==> src/rtl/pulse_pkg.sv <==
// Constants for the two pulse output channels
package pulse_pkg;
    // Register offsets (printed indexes)
    localparam logic [15:0] OFS_CH0_CONTROL = 16'h03d8;
    localparam logic [15:0] OFS_CH0_HIGH = 16'h03d9;
    localparam logic [15:0] OFS_CH0_LOW = 16'h03da;
    localparam logic [15:0] OFS_CH1_CONTROL = 16'h03db;
    localparam logic [15:0] OFS_CH1_HIGH = 16'h03dc;
    localparam logic [15:0] OFS_CH1_LOW = 16'h03dd;
    localparam logic [15:0] OFS_CH_STRIDE = 16'h0003;
    // Control field positions
    localparam int CMD_LSB = 6;
    localparam int CMD_MSB = 8;
    localparam int EN_BIT = 5;
    localparam int PIN_LSB = 0;
    localparam int PIN_MSB = 2;
    localparam int TIME_MSB = 11;
    // Command codes
    localparam logic [2:0] CMD_IDLE = 3'h0;
    localparam logic [2:0] CMD_LOW_A = 3'h4;
    localparam logic [2:0] CMD_ONE_SHOT = 3'h5;
    localparam logic [2:0] CMD_FREE_RUN = 3'h6;
    localparam logic [2:0] CMD_LOW_B = 3'h7;
    // Reset values
    localparam logic [2:0] CMD_RESET = 3'h0;
    localparam logic [2:0] PIN_RESET = 3'h0;
    localparam logic [11:0] TIME_RESET = 12'h001;
    // Tick timing, picoseconds
    localparam int CLK_PERIOD_PS = 40000;
    localparam int TICK_TIME_PS = 266667;
    localparam int ACC_W = 19;
    localparam logic [ACC_W-1:0] ACC_STEP = ACC_W'(CLK_PERIOD_PS);
    localparam logic [ACC_W-1:0] ACC_LIMIT = ACC_W'(TICK_TIME_PS);
    // Least clock cycles between ticks
    localparam int TICK_MIN_CYC = TICK_TIME_PS / CLK_PERIOD_PS;
    typedef enum logic [2:0] {
        ST_HOLD = 3'b001,
        ST_SHOT = 3'b010,
        ST_RUN = 3'b100
    } chan_state_t;
endpackage : pulse_pkg

==> src/rtl/dual_pulse_out.sv <==
// Two pulse output channels with their control and period registers
//
// Overview of operation
// - Idle command keeps the pin at its present level, no toggling.
// - Commands 100 and 111 drive the pin low and hold it.
// - One-shot emits one pulse opposite to the previously held level.
// - Free-run alternates high for high count, low for low count.
// - Enable bit gates the channel; clear means no pin driven.
// - Three-bit pin field picks one of eight general pins.
// - High time is high count times one 266.667 ns tick.
// - Low time is low count times the same tick.
// - A second channel with identical registers runs independently.
`timescale 1ns/1ps
module dual_pulse_out
    import pulse_pkg::*;
(
    input wire logic clk_i,
    input wire logic resetn_i,
    input wire logic [15:0] reg_addr_i,
    input wire logic reg_wr_i,
    input wire logic [15:0] reg_wdata_i,
    output logic [15:0] reg_rdata_o,
    output logic [7:0] gp_pin_o,
    output logic [7:0] gp_pin_oe_o
);

    // ==========================================================
    // Registers
    logic [2:0] cmd [2];
    logic en [2];
    logic [2:0] pin [2];
    logic [11:0] high_time [2];
    logic [11:0] low_time [2];
    logic [2:0] next_cmd [2];
    logic next_en [2];
    logic [2:0] next_pin [2];
    logic [11:0] next_high_time [2];
    logic [11:0] next_low_time [2];
    logic ctrl_wr [2];
    logic [15:0] next_rdata;

    function automatic logic [15:0] ch_base(input int c);
        ch_base = OFS_CH0_CONTROL + 16'(c) * OFS_CH_STRIDE;
    endfunction : ch_base

    always_comb begin
        next_rdata = 16'h0000;
        for (int c = 0; c < 2; c++) begin
            next_cmd[c] = cmd[c];
            next_en[c] = en[c];
            next_pin[c] = pin[c];
            next_high_time[c] = high_time[c];
            next_low_time[c] = low_time[c];
            ctrl_wr[c] = reg_wr_i && (reg_addr_i == ch_base(c));
            if (ctrl_wr[c]) begin
                next_cmd[c] = reg_wdata_i[CMD_MSB:CMD_LSB];
                next_en[c] = reg_wdata_i[EN_BIT];
                next_pin[c] = reg_wdata_i[PIN_MSB:PIN_LSB];
            end
            if (reg_wr_i && reg_addr_i == ch_base(c) + 16'h0001) begin
                next_high_time[c] = reg_wdata_i[TIME_MSB:0];
            end
            if (reg_wr_i && reg_addr_i == ch_base(c) + 16'h0002) begin
                next_low_time[c] = reg_wdata_i[TIME_MSB:0];
            end
            if (reg_addr_i == ch_base(c)) begin
                next_rdata = {7'h00, cmd[c], en[c], 2'h0, pin[c]};
            end
            if (reg_addr_i == ch_base(c) + 16'h0001) begin
                next_rdata = {4'h0, high_time[c]};
            end
            if (reg_addr_i == ch_base(c) + 16'h0002) begin
                next_rdata = {4'h0, low_time[c]};
            end
        end
    end

    always_ff @(posedge clk_i) begin
        if (!resetn_i) begin
            for (int c = 0; c < 2; c++) begin
                cmd[c] <= CMD_RESET;
                en[c] <= 1'b0;
                pin[c] <= PIN_RESET;
                high_time[c] <= TIME_RESET;
                low_time[c] <= TIME_RESET;
            end
            reg_rdata_o <= 16'h0000;
        end else begin
            for (int c = 0; c < 2; c++) begin
                cmd[c] <= next_cmd[c];
                en[c] <= next_en[c];
                pin[c] <= next_pin[c];
                high_time[c] <= next_high_time[c];
                low_time[c] <= next_low_time[c];
            end
            reg_rdata_o <= next_rdata;
        end
    end

    // ==========================================================
    // Tick prescaler
    logic [ACC_W-1:0] acc;
    logic [ACC_W-1:0] next_acc;
    logic tick;

    always_comb begin
        next_acc = acc + ACC_STEP;
        tick = 1'b0;
        if (next_acc >= ACC_LIMIT) begin
            next_acc = next_acc - ACC_LIMIT;
            tick = 1'b1;
        end
    end

    always_ff @(posedge clk_i) begin
        if (!resetn_i) begin
            acc <= '0;
        end else begin
            acc <= next_acc;
        end
    end

    // ==========================================================
    // Channel engines
    chan_state_t state [2];
    chan_state_t next_state [2];
    logic level [2];
    logic next_level [2];
    logic [11:0] cnt [2];
    logic [11:0] next_cnt [2];
    logic shot_done [2];
    logic next_shot_done [2];
    logic [7:0] next_pin_o;
    logic [7:0] next_pin_oe;

    always_comb begin
        next_pin_o = gp_pin_o;
        next_pin_oe = 8'h00;
        for (int c = 1; c >= 0; c--) begin
            next_state[c] = state[c];
            next_level[c] = level[c];
            next_cnt[c] = cnt[c];
            next_shot_done[c] = shot_done[c] && !ctrl_wr[c];
            if (!en[c]) begin
                next_state[c] = ST_HOLD;
            end else begin
                case (cmd[c])
                    CMD_LOW_A, CMD_LOW_B: begin
                        next_level[c] = 1'b0;
                        next_state[c] = ST_HOLD;
                    end
                    CMD_ONE_SHOT: begin
                        if (state[c] != ST_SHOT) begin
                            if (!shot_done[c]) begin
                                next_level[c] = !level[c];
                                next_cnt[c] = level[c] ? low_time[c] : high_time[c];
                                next_state[c] = ST_SHOT;
                            end else begin
                                next_state[c] = ST_HOLD;
                            end
                        end else if (tick) begin
                            if (cnt[c] <= 12'h001) begin
                                next_level[c] = !level[c];
                                next_state[c] = ST_HOLD;
                                next_shot_done[c] = 1'b1;
                            end else begin
                                next_cnt[c] = cnt[c] - 12'h001;
                            end
                        end
                    end
                    CMD_FREE_RUN: begin
                        if (state[c] != ST_RUN) begin
                            next_level[c] = 1'b1;
                            next_cnt[c] = high_time[c];
                            next_state[c] = ST_RUN;
                        end else if (tick) begin
                            if (cnt[c] <= 12'h001) begin
                                next_level[c] = !level[c];
                                next_cnt[c] = level[c] ? low_time[c] : high_time[c];
                            end else begin
                                next_cnt[c] = cnt[c] - 12'h001;
                            end
                        end
                    end
                    default: begin
                        next_state[c] = ST_HOLD;
                    end
                endcase
                next_pin_oe[pin[c]] = 1'b1;
                next_pin_o[pin[c]] = next_level[c];
            end
        end
    end

    always_ff @(posedge clk_i) begin
        if (!resetn_i) begin
            for (int c = 0; c < 2; c++) begin
                state[c] <= ST_HOLD;
                level[c] <= 1'b0;
                cnt[c] <= TIME_RESET;
                shot_done[c] <= 1'b0;
            end
            gp_pin_o <= 8'h00;
            gp_pin_oe_o <= 8'h00;
        end else begin
            for (int c = 0; c < 2; c++) begin
                state[c] <= next_state[c];
                level[c] <= next_level[c];
                cnt[c] <= next_cnt[c];
                shot_done[c] <= next_shot_done[c];
            end
            gp_pin_o <= next_pin_o;
            gp_pin_oe_o <= next_pin_oe;
        end
    end
endmodule : dual_pulse_out

==> config.mk <==
export PLATFORM = sky130hd
export DESIGN_NAME = dual_pulse_out
export DESIGN_NICKNAME = d
export VERILOG_FILES = /design/src/rtl/pulse_pkg.sv /design/src/rtl/dual_pulse_out.sv
export SDC_FILE = /design/constraint.sdc
export NUM_CORES = 1
export LEC_CHECK = 0
export BUFFER_PORTS_ARGS = -buffer_cell sky130_fd_sc_hd__buf_2
export CORE_MARGIN = 1.5
export CORE_UTILIZATION = 40
export CTS_BUF_LIST = sky130_fd_sc_hd__clkbuf_2 sky130_fd_sc_hd__clkbuf_4 sky130_fd_sc_hd__clkbuf_8
export CTS_CLUSTER_DIAMETER = 100
export DETAILED_ROUTE_END_ITERATION = 12
export GPL_TIMING_DRIVEN = 1
export SYNTH_ARGS = -nofsm -noshare
export SYNTH_HDL_FRONTEND = slang
export SYNTH_SLANG_ARGS = --single-unit
==> constraint.sdc <==
create_clock -name clk_i -period 2.9 [get_ports clk_i]
set_input_delay 0.58 -clock clk_i [delete_from_list [all_inputs] [get_ports clk_i]]
set_output_delay 0.58 -clock clk_i [all_outputs]
set_load 0.05 [all_outputs]
==> results.rst, run 1 <==
.. list-table::
   :header-rows: 1

   * - Metric
     - Value
   * - Outcome
     - finished, final reports clean
   * - Antenna violations before repair
     - 0
   * - Seq/Total Area, Yosys
     - 34.4%
   * - Commonest cells in the synthesized netlist
     - dfxtp_1, nand2_1, o21ai_0, nor2_1, clkbuf_1
   * - Wire length of the first global-routing pass
     - 37600 µm
   * - Maximum clock skew at final layout
     - 14.6 ps
   * - Dominant combinational cell family by area after synthesis
     - compound AO/OA/AOI/OAI gates
   * - Relative max-transition margin
     - a little under three fifths
   * - Post-route core utilization
     - between 40% and 50%
   * - Num rows
     - 52
   * - Period utilisation layout
     - 95.8%
   * - Measured slew at the worst slew-check pin
     - around 670 ps
   * - Data required time at the worst endpoint
     - about 3300 ps
   * - Slowest stage cell, crit path
     - dfxtp_2
   * - Ys Warns
     - 0
   * - Prevailing post-synth register cell
     - dfxtp_1
   * - Static leakage
     - roughly 3.8 nW
   * - Cell-by-cell listing of the critical path
     - buf_4 -> and4_1 -> buf_4 -> nor2_1 -> o211a_1 -> o22ai_4 -> buf_4 -> nor2_1 -> nor2_1 -> nand2_1 -> or3_1 -> and3_1
   * - Average wire per cell in the routed design
     - 16.3 µm
   * - Critical Path Sink
     - acc[11]$_SDFF_PN0_
   * - Post-synthesis instance area
     - 8330 µm²
   * - Placed wire-length estimate
     - approximately 16000 µm
   * - Number of top-level design ports
     - 67
   * - Synthesized area per cell
     - around 8 µm²
   * - DRC violation total after the first TritonRoute iteration
     - 560
   * - Launching point of the worst reg2reg path
     - acc[7]$_SDFF_PN0_
   * - Fraction of registers with async set or reset after synthesis
     - 0%
   * - Number of buffers inserted during clock tree synthesis
     - 17
   * - Count leader, synth
     - dfxtp_1
   * - Place WS
     - -134 ps
   * - Antenna cells
     - 0
   * - Count of final hold-check violations
     - 0
   * - Synthesis-stage register bit count
     - approximately 140
   * - Number of hold buffers added after cts
     - 0
   * - Tightest Hold Check Type
     - in2reg
   * - Cell variety after synth
     - 69
   * - Register-to-Register Setup Slack
     - around 120 ps
   * - Critical path fanouts, max
     - 8
   * - Clock latency on the worst-skew pair
     - between 400 and 500 ps
   * - Worst ir drop on vdd
     - 0.000260 V
   * - TritonCTS clock tree
     - done
   * - Area share of the largest cell type after synthesis
     - 34.4%
   * - GRT Resource Usage Total
     - between 20% and 30%
   * - Number of DRC violations after detailed routing
     - 0
   * - Worst-case setup margin in the final layout
     - 120 ps
   * - Via count of the first global-routing pass
     - approximately 7200
   * - Capturing point of the worst reg2reg path
     - acc[11]$_SDFF_PN0_
   * - Tmin final
     - between 2000 and 3000 ps
   * - Max-capacitance violation count
     - 0
   * - Dominant cells by area after synthesis
     - dfxtp_1, nand2_1, mux2i_1
   * - Count of mapped cells out of synthesis
     - ~1100
   * - CTS Buffer Depth
     - 2
   * - Final count of pins violating max slew
     - 0
   * - Die width
     - around 150 µm
   * - Endpoint arrival time on the critical path
     - 3130 ps
   * - Initial Utilization
     - 41.0%
   * - Number of enable flip-flop cells after synthesis
     - 0
   * - Xor and xnor area share after synthesis
     - 4.31%
   * - Count of endpoints failing setup in the final report
     - 0
   * - Power per cell area
     - about 420 nW/µm²
   * - Pin count of the biggest net entering global routing
     - 74
   * - Via density per instance
     - about 5.5
   * - Vert. Die Dim
     - 147 µm
   * - Unrepaired setup endpoints after global routing
     - yes
   * - Max Clock Freq
     - around 0.36 GHz
   * - Depth of the worst hold-timing path
     - 3
   * - Cell count along the critical path
     - 12
   * - Worst setup EP type
     - flop
   * - Number of sinks on the clock net
     - about 140
   * - GRT Residual Overflow
     - 0
   * - Port Buf Inserts
     - 58
   * - Library cell occupying the most area in the post-synthesis netlist
     - dfxtp_1
   * - Number of buffers and inverters on the critical path
     - 3
   * - Total Routed Length
     - roughly 23000 µm
   * - Syn-to-layout area delta
     - 17.7%
   * - Post-CTS setup repair buffer count
     - 0
   * - Post-route antenna net violation count
     - 0
   * - Synth Area in Compound Gates
     - about a quarter
   * - Placeable Area
     - slightly above 20000 µm²
   * - Final RePlAce weighted congestion
     - slightly below 0.9
   * - Share of post-route cells with drive strength above 1
     - about 18%
   * - Clock-pin slew on the worst setup and hold paths
     - 80 ps
   * - Startpoint type of the worst setup path
     - flop
   * - Clock tree root driver cell
     - clkbuf_8
   * - Drt first pass iters
     - 5
   * - Arithmetic-cell share of the synthesized area counting full adders, half adders and majority gates
     - under 10%
   * - Worst Setup Path Type
     - reg2reg
   * - CP top delay family
     - simple AND/OR/NAND/NOR gates
   * - Crit path from
     - acc[7]$_SDFF_PN0_
   * - Die Footprint
     - roughly 22000 µm²
   * - H-tree levels
     - 4
   * - Final standard cell count with taps included and fillers excluded
     - around 1400
   * - Worst Reg2Reg Path Length in Cells
     - 12
   * - Worst path max stage delay
     - 360 ps
   * - Portion of netlist area occupied by mux cells
     - about 5.4%
   * - Share of synthesized cell area in and, or, nand and nor gates
     - about a quarter
   * - Layout net count
     - between 1000 and 1500
   * - DR vias
     - slightly below 8000
   * - Placed Cells incl. Taps
     - 1383
-- flip-flops by register name, summed over array words and instances, names as in the netlist --
register and cells:
high_time 24, low_time 24, shot_done 2, en 2, cmd 6, gp_pin_o 8
pin 6, level 2, gp_pin_oe_o 8, cnt 24, state 6, acc 19
reg_rdata_o 12
-- how the worst min path moves through the flow --
stage / startpoint / endpoint
after floorplan: cnt[0][10]$_SDFFE_PN0P_ / cnt[0][10]$_SDFFE_PN0P_
after global placement: cnt[0][10]$_SDFFE_PN0P_ / cnt[0][10]$_SDFFE_PN0P_
after detailed placement: cnt[0][10]$_SDFFE_PN0P_ / cnt[0][10]$_SDFFE_PN0P_
after CTS: reg_wdata_i[10] / high_time[0][22]$_SDFFE_PN0P_
after global routing: reg_wdata_i[10] / high_time[0][22]$_SDFFE_PN0P_
final: reg_wdata_i[11] / low_time[0][11]$_SDFFE_PN0P_
-- stage by stage --
| stage | hold WS, ps | power [mW] | cell area (µm²) | TNS, ps |
|---|---|---|---|---|
| final | 411 | 4.10 | 9810 | 0 |
| after global routing | 408 | 4.26 | 9810 | -13.6 |
| after detailed placement | 483 | 2.47 | 9300 | -1090 |
| after global placement | 474 | 2.47 | 9300 | -1040 |
| after floorplan | 456 | 2.32 | 8340 | 0 |
| after CTS | 391 | 4.11 | 9720 | 0 |
-- what timing repair did --
item                                    4_1_cts  5_1_grt
gates resized for setup                       4       18
pin swaps                                     1        4
endpoints found under the setup margin       30       34
-- routing by layer --
| layer | share of wire (%) | track usage [%] |
|---|---|---|
| met1 | 49 | 30.4 |
| met2 | 45 | 34.6 |
| met3 | 4.7 | 3.17 |
| met4 | 0.89 | 5.15 |
| met5 | 0 | 0 |
-- worst register-to-register path: cells and delay by family, from the launching register on --
family                 cells  cell delay, ps
and+or+nand+nor            7            1310
AOI/OAI and AO/OA          2             530
buffers and inverters      3             490
DFF                        1             360
-- cell usage in the layout, fill, tap and decap left out, types with 9 or more instances in the layout --
cell type,synthesis,layout
a21boi_0,49,49
a21oi_1,56,55
a22oi_1,11,10
and2_1,31,31
and3_1,10,10
buf_2,9,57
buf_4,4,76
clkbuf_8,0,21
dfxtp_1,143,141
inv_1,13,13
mux2i_1,45,45
nand2_1,135,134
nand3_1,55,55
nor2_1,67,65
nor2b_1,26,26
nor3_1,18,17
o211a_1,10,10
o211ai_1,9,9
o21ai_0,87,87
o221ai_1,23,23
o22a_1,19,19
or3_1,12,12
xnor2_1,16,16
xor2_1,25,25
-- power breakdown --
| group | switching [mW] | internal, mW | leakage (nW) |
|---|---|---|---|
| Combinational | 0.249 | 0.183 | 2.45 |
| Clock | 0.800 | 0.846 | 0.199 |
| Sequential | 0.0345 | 1.99 | 1.15 |
-- layout make-up --
type,count,area (µm²)
Clock inverter,10,111
Fill cell,2014,10500
Clock buffer,21,289
Inverter,14,52.6
Timing Repair Buffer,137,936
Sequential cell,143,2870
Tap cell,270,338
Multi-Input combinational cell,819,5220
-- cell families after synthesis --
family	count (synthesis)
simple gates	401
flops	143
other cells	1
buf+inv	96
xor+xnor	41
fa+ha+maj	8
compound gates	320
mux	45
(Power assumes the default switching activity.)
==> run 2, diff against run 1 <==
Settings changed: CAP_MARGIN set to 15, CTS_BUF_LIST sky130_fd_sc_hd__clkbuf_2 sky130_fd_sc_hd__clkbuf_4 sky130_fd_sc_hd__clkbuf_8 to unset, PLACE_DENSITY_LB_ADDON set to 0.12.
==> run 2 against run 1 <==
Effect of this change:
- maximum frequency is 0.18% higher
- register-to-register slack about the same
- count of clock-buffer cells in the layout fell by 3
- wire length up 5.5%
- critical path depth grew 1
- total power increased by 14%
- cell count up 1.4%
- global-route usage increased by 1.1 points
- core utilization grew 1.6 points
- critical path type unchanged
- largest power group is now clock
- highest routed layer unchanged
==> results.rst, run 2 (synthesis gave the netlist of run 1 again) <==
.. list-table::
   :header-rows: 1

   * - Metric
     - Value
   * - Placed Area
     - between 9000 and 10000 µm²
   * - Area taken by flip-flops and latches
     - 2870 µm²
   * - Share of post-route cells with drive strength above 1
     - a little under 20%
   * - Layout net count
     - between 1000 and 1500
   * - Count of filler cells inserted in the layout
     - around 2000
   * - Data required time at the worst endpoint
     - about 3200 ps
   * - GRT Residual Overflow
     - 0
   * - Commonest non-fill, non-tap cell in the layout
     - dfxtp_1
   * - DRC violation total after the first TritonRoute iteration
     - ~420
   * - Launching point of the worst reg2reg path
     - acc[6]$_SDFF_PN0_
   * - Clock tree root driver cell
     - clkbuf_16
   * - Hold path startpoint
     - reg_wdata_i[9]
   * - Antenna cells
     - 0
   * - Initial Utilization
     - 41.0%
   * - Syn-to-layout area delta
     - 21.7%
   * - Vert. Die Dim
     - between 100 and 150 µm
   * - DR vias
     - 8047
   * - Cell-by-cell listing of the critical path
     - buf_6 -> inv_2 -> ha_4 -> nor2_1 -> a211oi_2 -> buf_4 -> a21oi_4 -> buf_12 -> o2111a_1 -> or3_4 -> a31oi_4 -> and4_1 -> a311oi_2
   * - Tightest Hold Check Type
     - in2reg
   * - Count of final hold-check violations
     - 0
   * - Placed wire-length estimate
     - 17500 µm
   * - Final count of pins violating max slew
     - 0
   * - Via density per instance
     - 5.61
   * - Endpoint arrival time on the critical path
     - 3080 ps
   * - Worst Reg2Reg Path Length in Cells
     - 13
   * - GRT Resource Usage Total
     - between 20% and 30%
   * - Final RePlAce weighted congestion
     - 0.812
   * - Worst ir drop on vdd
     - roughly 0.00029 V
   * - Registers with the most flip-flops
     - cnt: 24 flops, high_time: 24 flops, low_time: 24 flops
   * - Clock latency on the worst-skew pair
     - about 430 ps
   * - Startpoint type of the worst setup path
     - flop
   * - H-tree levels
     - 4
   * - Number of buffers inserted during clock tree synthesis
     - 17
   * - Worst-case setup margin in the final layout
     - 125 ps
   * - Relative max-transition margin
     - a little under a third
   * - Measured slew at the worst slew-check pin
     - about 1000 ps
   * - Number of top-level design ports
     - 67
   * - Outcome
     - finished, final reports clean
   * - Commonest non-fill, non-tap cells in the layout
     - dfxtp_1, nand2_1, buf_4, o21ai_0, nor2_1
   * - Final-layout worst hold slack
     - roughly 430 ps
   * - Placeable Area
     - just over 20000 µm²
   * - Register-to-Register Setup Slack
     - 130 ps
   * - Wire length of the first global-routing pass
     - slightly below 40000 µm
   * - Period utilisation layout
     - between 90% and 100%
   * - Post-route core utilization
     - between 40% and 50%
   * - Endpoint with the worst hold slack
     - low_time[0][9]$_SDFFE_PN0P_
   * - Drt first pass iters
     - 5
   * - Die Footprint
     - roughly 22000 µm²
   * - Post-layout instance area
     - ~10000 µm²
   * - Critical path fanouts, max
     - 8
   * - Pin count of the biggest net entering global routing
     - about 70
   * - Slowest stage cell, crit path
     - dfxtp_2
   * - TritonCTS clock tree
     - done
   * - Count of endpoints failing setup in the final report
     - 0
   * - Port Buf Inserts
     - 58
   * - Place WS
     - -103 ps
   * - Number of DRC violations after detailed routing
     - 0
   * - Number of hold buffers added after cts
     - 0
   * - Post-route antenna net violation count
     - 0
   * - Total negative slack
     - 0 ps
   * - Total Routed Length
     - about 24000 µm
   * - Worst path max stage delay
     - 360 ps
   * - Static leakage
     - around 4 nW
   * - Maximum clock skew at final layout
     - approximately 9 ps
   * - Max-capacitance violation count
     - 0
   * - Capturing point of the worst reg2reg path
     - gp_pin_o[3]$_SDFF_PN0_
   * - Via count of the first global-routing pass
     - 7539
   * - Power per cell area
     - ~460 nW/µm²
   * - Tmin final
     - between 2000 and 3000 ps
   * - Average wire per cell in the routed design
     - 17.0 µm
   * - Die width
     - between 100 and 150 µm
   * - Area used by multi-input combinational logic
     - between 5000 and 6000 µm²
   * - Max Clock Freq
     - approximately 0.36 GHz
   * - Num rows
     - 52
   * - Antenna violations before repair
     - 0
   * - Number of sinks on the clock net
     - 143
   * - Depth of the worst hold-timing path
     - 3
   * - Worst setup EP type
     - flop
   * - CTS Buffer Depth
     - 2
   * - Worst Setup Path Type
     - reg2reg
   * - Clock-pin slew on the worst setup and hold paths
     - about 70 ps
## run 2: worst max path at each step
stage | from | end | slack [ps] | cells after the start
after floorplan | acc[7]$_SDFF_PN0_ | gp_pin_o[3]$_SDFF_PN0_ | 30 | 11
after global placement | acc[6]$_SDFF_PN0_ | gp_pin_o[6]$_SDFF_PN0_ | -40 | 11
after detailed placement | acc[6]$_SDFF_PN0_ | gp_pin_o[6]$_SDFF_PN0_ | -100 | 11
after CTS | acc[6]$_SDFF_PN0_ | gp_pin_o[2]$_SDFF_PN0_ | 10 | 12
after global routing | acc[11]$_SDFF_PN0_ | gp_pin_o[1]$_SDFF_PN0_ | -20 | 14
final | acc[6]$_SDFF_PN0_ | gp_pin_o[3]$_SDFF_PN0_ | 130 | 13
## run 2: report_power, final
| part | switching [mW] | internal [mW] |
|---|---|---|
| Sequential | 0.0278 | 1.99 |
| Combinational | 0.274 | 0.231 |
| Clock | 0.937 | 1.22 |
| Total | 1.24 | 3.44 |
## run 2: per-layer routing
layer  track usage [%]  share of wire (%)  vias to the layer above
li1                  -                  -                     3991
met4              7.45                2.1                        0
met2              36.4                 45                      188
met3              3.54                4.1                       34
met5                 0                  0                        -
met1              31.1                 48                     3834
## run 2: area by class of cell
type | instances | area share, %
clock buffer | 18 | 4.33
tap | 270 | 3.33
timing repair buffer | 156 | 10.5
clock inverter | 14 | 1.31
multi-input combinational | 819 | 51.7
sequential | 143 | 28.3
inverter | 14 | 0.518
## run 2: per-stage QoR
step / std cells / total power, mW
6_report: 1434 / 4.68
2_1_floorplan: 1058 / 2.32
3_5_place_dp: 1395 / 2.51
3_3_place_gp: 1395 / 2.51
4_1_cts: 1427 / 4.67
5_1_grt: 1434 / 4.84
## run 2: timing repair
item	in CTS	in global routing
gates resized for setup	6	28
hold endpoints to repair	0	0
buffers inserted	0	7
endpoints found under the setup margin	12	37
pin swaps	1	7
## run 2: critical path, delay by kind of cell (launching register included)
kind            cells  cell delay, ps
compound gates      5             890
simple gates        3             660
buf+inv             4             480
flops               1             360
fa+ha+maj           1             260
==> run 3, diff against run 2 <==
Settings changed: ABC_AREA set to 1.
==> run 3 against run 2 <==
Effect of this change:
- die area shrank 2.4%
- sequential share of layout area increased by 2.3 points
- worst setup slack gained 170 ps
- highest routed layer unchanged
- core utilization is 2.5 points lower
==> results.rst, run 3 <==
.. list-table::
   :header-rows: 1

   * - Metric
     - Value
   * - Layout net count
     - about 1300
   * - Number of buffers inserted during clock tree synthesis
     - 17
   * - Share of post-route cells with drive strength above 1
     - a little over an eighth
   * - Total Routed Length
     - about 23000 µm
   * - Antenna cells
     - 0
   * - Cell variety after synth
     - 47
   * - Measured slew at the worst slew-check pin
     - 867 ps
   * - DR vias
     - 8050
   * - Die width
     - ~150 µm
   * - Capturing point of the worst reg2reg path
     - gp_pin_o[5]$_SDFF_PN0_
   * - Synthesis-stage register bit count
     - ~140
   * - H-tree levels
     - 4
   * - GRT Residual Overflow
     - 0
   * - Antenna violations before repair
     - 0
   * - Pin count of the biggest net entering global routing
     - between 70 and 80
   * - Ys Warns
     - 0
   * - Die Footprint
     - approximately 21000 µm²
   * - Number of sinks on the clock net
     - between 100 and 150
   * - Launching point of the worst reg2reg path
     - cnt[0][12]$_SDFFE_PN1P_
   * - Commonest non-fill, non-tap cell in the layout
     - o21ai_0
   * - Number of top-level design ports
     - 67
   * - Num rows
     - 51
   * - Placed Area
     - ~8700 µm²
   * - Total power
     - 4.55 mW
   * - Period utilisation layout
     - between 80% and 90%
   * - Critical path fanouts, max
     - 6
   * - Count of mapped cells out of synthesis
     - ~1200
   * - Endpoint arrival time on the critical path
     - roughly 2900 ps
   * - Initial Utilization
     - 41.2%
   * - Commonest cells in the synthesized netlist
     - o21ai_0, nand2_1, dfxtp_1, inv_1, a21oi_1
   * - Count leader, synth
     - o21ai_0
   * - Register-to-Register Setup Slack
     - between 200 and 300 ps
   * - Library cell occupying the most area in the post-synthesis netlist
     - dfxtp_1
   * - Prevailing post-synth register cell
     - dfxtp_1
   * - Maximum clock skew at final layout
     - between 10 and 15 ps
   * - Power per cell area
     - roughly 490 nW/µm²
   * - Static leakage
     - 3.80 nW
   * - Fraction of registers with async set or reset after synthesis
     - 0%
   * - Final RePlAce weighted congestion
     - 0.910
   * - Area share of the largest cell type after synthesis
     - between 30% and 40%
   * - Via density per instance
     - 5.23
   * - Critical Path Sink
     - gp_pin_o[5]$_SDFF_PN0_
   * - Commonest non-fill, non-tap cells in the layout
     - o21ai_0, nand2_1, inv_1, dfxtp_1, a21oi_1
   * - Post-layout instance area
     - approximately 9400 µm²
   * - Port Buf Inserts
     - 58
   * - Post-synthesis instance area
     - around 8100 µm²
   * - CTS Buffer Depth
     - 2
   * - Relative max-transition margin
     - between 40% and 50%
   * - Drt first pass iters
     - 4
   * - Clock-pin slew on the worst setup and hold paths
     - roughly 70 ps
   * - Outcome
     - finished, final reports clean
   * - Startpoint type of the worst setup path
     - flop
   * - Seq/Total Area, Yosys
     - a little over a third
   * - Count of endpoints failing setup in the final report
     - 0
   * - Clock latency on the worst-skew pair
     - ~430 ps
   * - Dominant cells by area after synthesis
     - dfxtp_1, o21ai_0, a21oi_1
   * - GRT Resource Usage Total
     - 22.2%
   * - Via count of the first global-routing pass
     - roughly 7600
   * - Worst ir drop on vdd
     - around 0.00038 V
   * - Tightest Hold Check Type
     - reg2reg
   * - Worst setup EP type
     - flop
   * - Tmin final
     - roughly 2600 ps
   * - Worst Setup Path Type
     - reg2reg
   * - Max-capacitance violation count
     - 0
   * - Wire length of the first global-routing pass
     - around 38000 µm
   * - Total negative slack
     - 0 ps
   * - Worst Reg2Reg Path Length in Cells
     - 14
   * - TritonCTS clock tree
     - done
   * - Post-CTS setup repair buffer count
     - 0
   * - Crit path from
     - cnt[0][12]$_SDFFE_PN1P_
   * - Synthesized area per cell
     - 6.69 µm²
   * - Placeable Area
     - between 15000 and 20000 µm²
   * - Final count of pins violating max slew
     - 0
   * - Placed wire-length estimate
     - about 17000 µm
   * - Vert. Die Dim
     - about 150 µm
   * - Syn-to-layout area delta
     - 15.3%
   * - Post-route antenna net violation count
     - 0
   * - Clock tree root driver cell
     - clkbuf_16
   * - Data required time at the worst endpoint
     - between 3000 and 4000 ps
   * - Count of final hold-check violations
     - 0
   * - Max Clock Freq
     - 0.384 GHz
   * - DRC violation total after the first TritonRoute iteration
     - 442
   * - Registers with the most flip-flops
     - cnt: 24 flops, high_time: 24 flops, low_time: 24 flops
   * - Number of enable flip-flop cells after synthesis
     - 0
   * - Average wire per cell in the routed design
     - 15.1 µm
   * - Number of DRC violations after detailed routing
     - 0
   * - Unrepaired setup endpoints after global routing
     - no
[run 3: timing repair]
action                                  in CTS  in global routing
resized for setup                            0                  9
endpoints found under the setup margin       0                 32
hold buffers                                 0                  0
[run 3: logic make-up after synthesis]
group	synth area share, %
adders and majority gates	1.23
AOI/OAI and AO/OA	29.0
other	0.0462
buffers and inverters	10.3
xor gates and xnor gates	2.23
DFF	35.2
and+or+nand+nor	22.0
[run 3: how the worst min path moves through the flow]
| stage | cells past startpoint | startpoint | to | slack [ps] |
|---|---|---|---|---|
| global route | 3 | reg_wdata_i[11] | low_time[0][23]$_SDFFE_PN0P_ | 460 |
| global placement | 1 | en[0][0]$_SDFFE_PN0P_ | state[0][0]$_SDFFE_PN1P_ | 430 |
| finish | 1 | en[0][0]$_SDFFE_PN0P_ | state[0][0]$_SDFFE_PN1P_ | 450 |
| floorplan | 1 | en[0][0]$_SDFFE_PN0P_ | state[0][0]$_SDFFE_PN1P_ | 410 |
| CTS | 3 | reg_wdata_i[11] | low_time[0][23]$_SDFFE_PN0P_ | 450 |
| detailed placement | 1 | en[0][0]$_SDFFE_PN0P_ | state[0][0]$_SDFFE_PN1P_ | 440 |
[run 3: critical path, cell delays in order (launching register included)]
cell and delay (ps):
dfxtp_1 340, inv_1 120, ha_1 220, inv_1 60
nor2_1 160, inv_1 110, a211oi_2 330, xor2_1 270
nand3_1 170, nand2_1 120, nand2_1 50, nand2_1 130
nand3_2 180, o21bai_1 170, nor2_1 50
[run 3: through the flow]
step	instances	hold WS, ps	util [%]	setup slack (ps)
floorplan	1217	407	-	630
global placement	1508	435	44.3	171
detailed placement	1508	436	44.3	152
CTS	1540	449	47.4	124
global route	1540	461	47.5	17.5
finish	1540	450	47.5	298
[run 3: report_power, final]
part           leakage, nW  switching, mW  internal (mW)
sequential            1.15         0.0185           1.98
clock                0.293          0.966           1.29
combinational         2.36          0.199         0.0940
[run 3: metal layers]
metal / up-vias / track usage (%) / part of all wire [%]
met1: 3701 / 27.3 / 46
met4: 0 / 5.71 / 1.3
met3: 22 / 3.92 / 3.1
li1: 4211 / - / -
met2: 116 / 40.0 / 50
met5: - / 0 / 0
[run 3: final cells by class]
class	count	area [µm²]
multi-input combinational	861	4470
sequential	143	2860
fill	2060	10400
timing repair buffer	88	528
clock inverter	15	174
inverter	151	574
clock buffer	17	425
tap	265	332
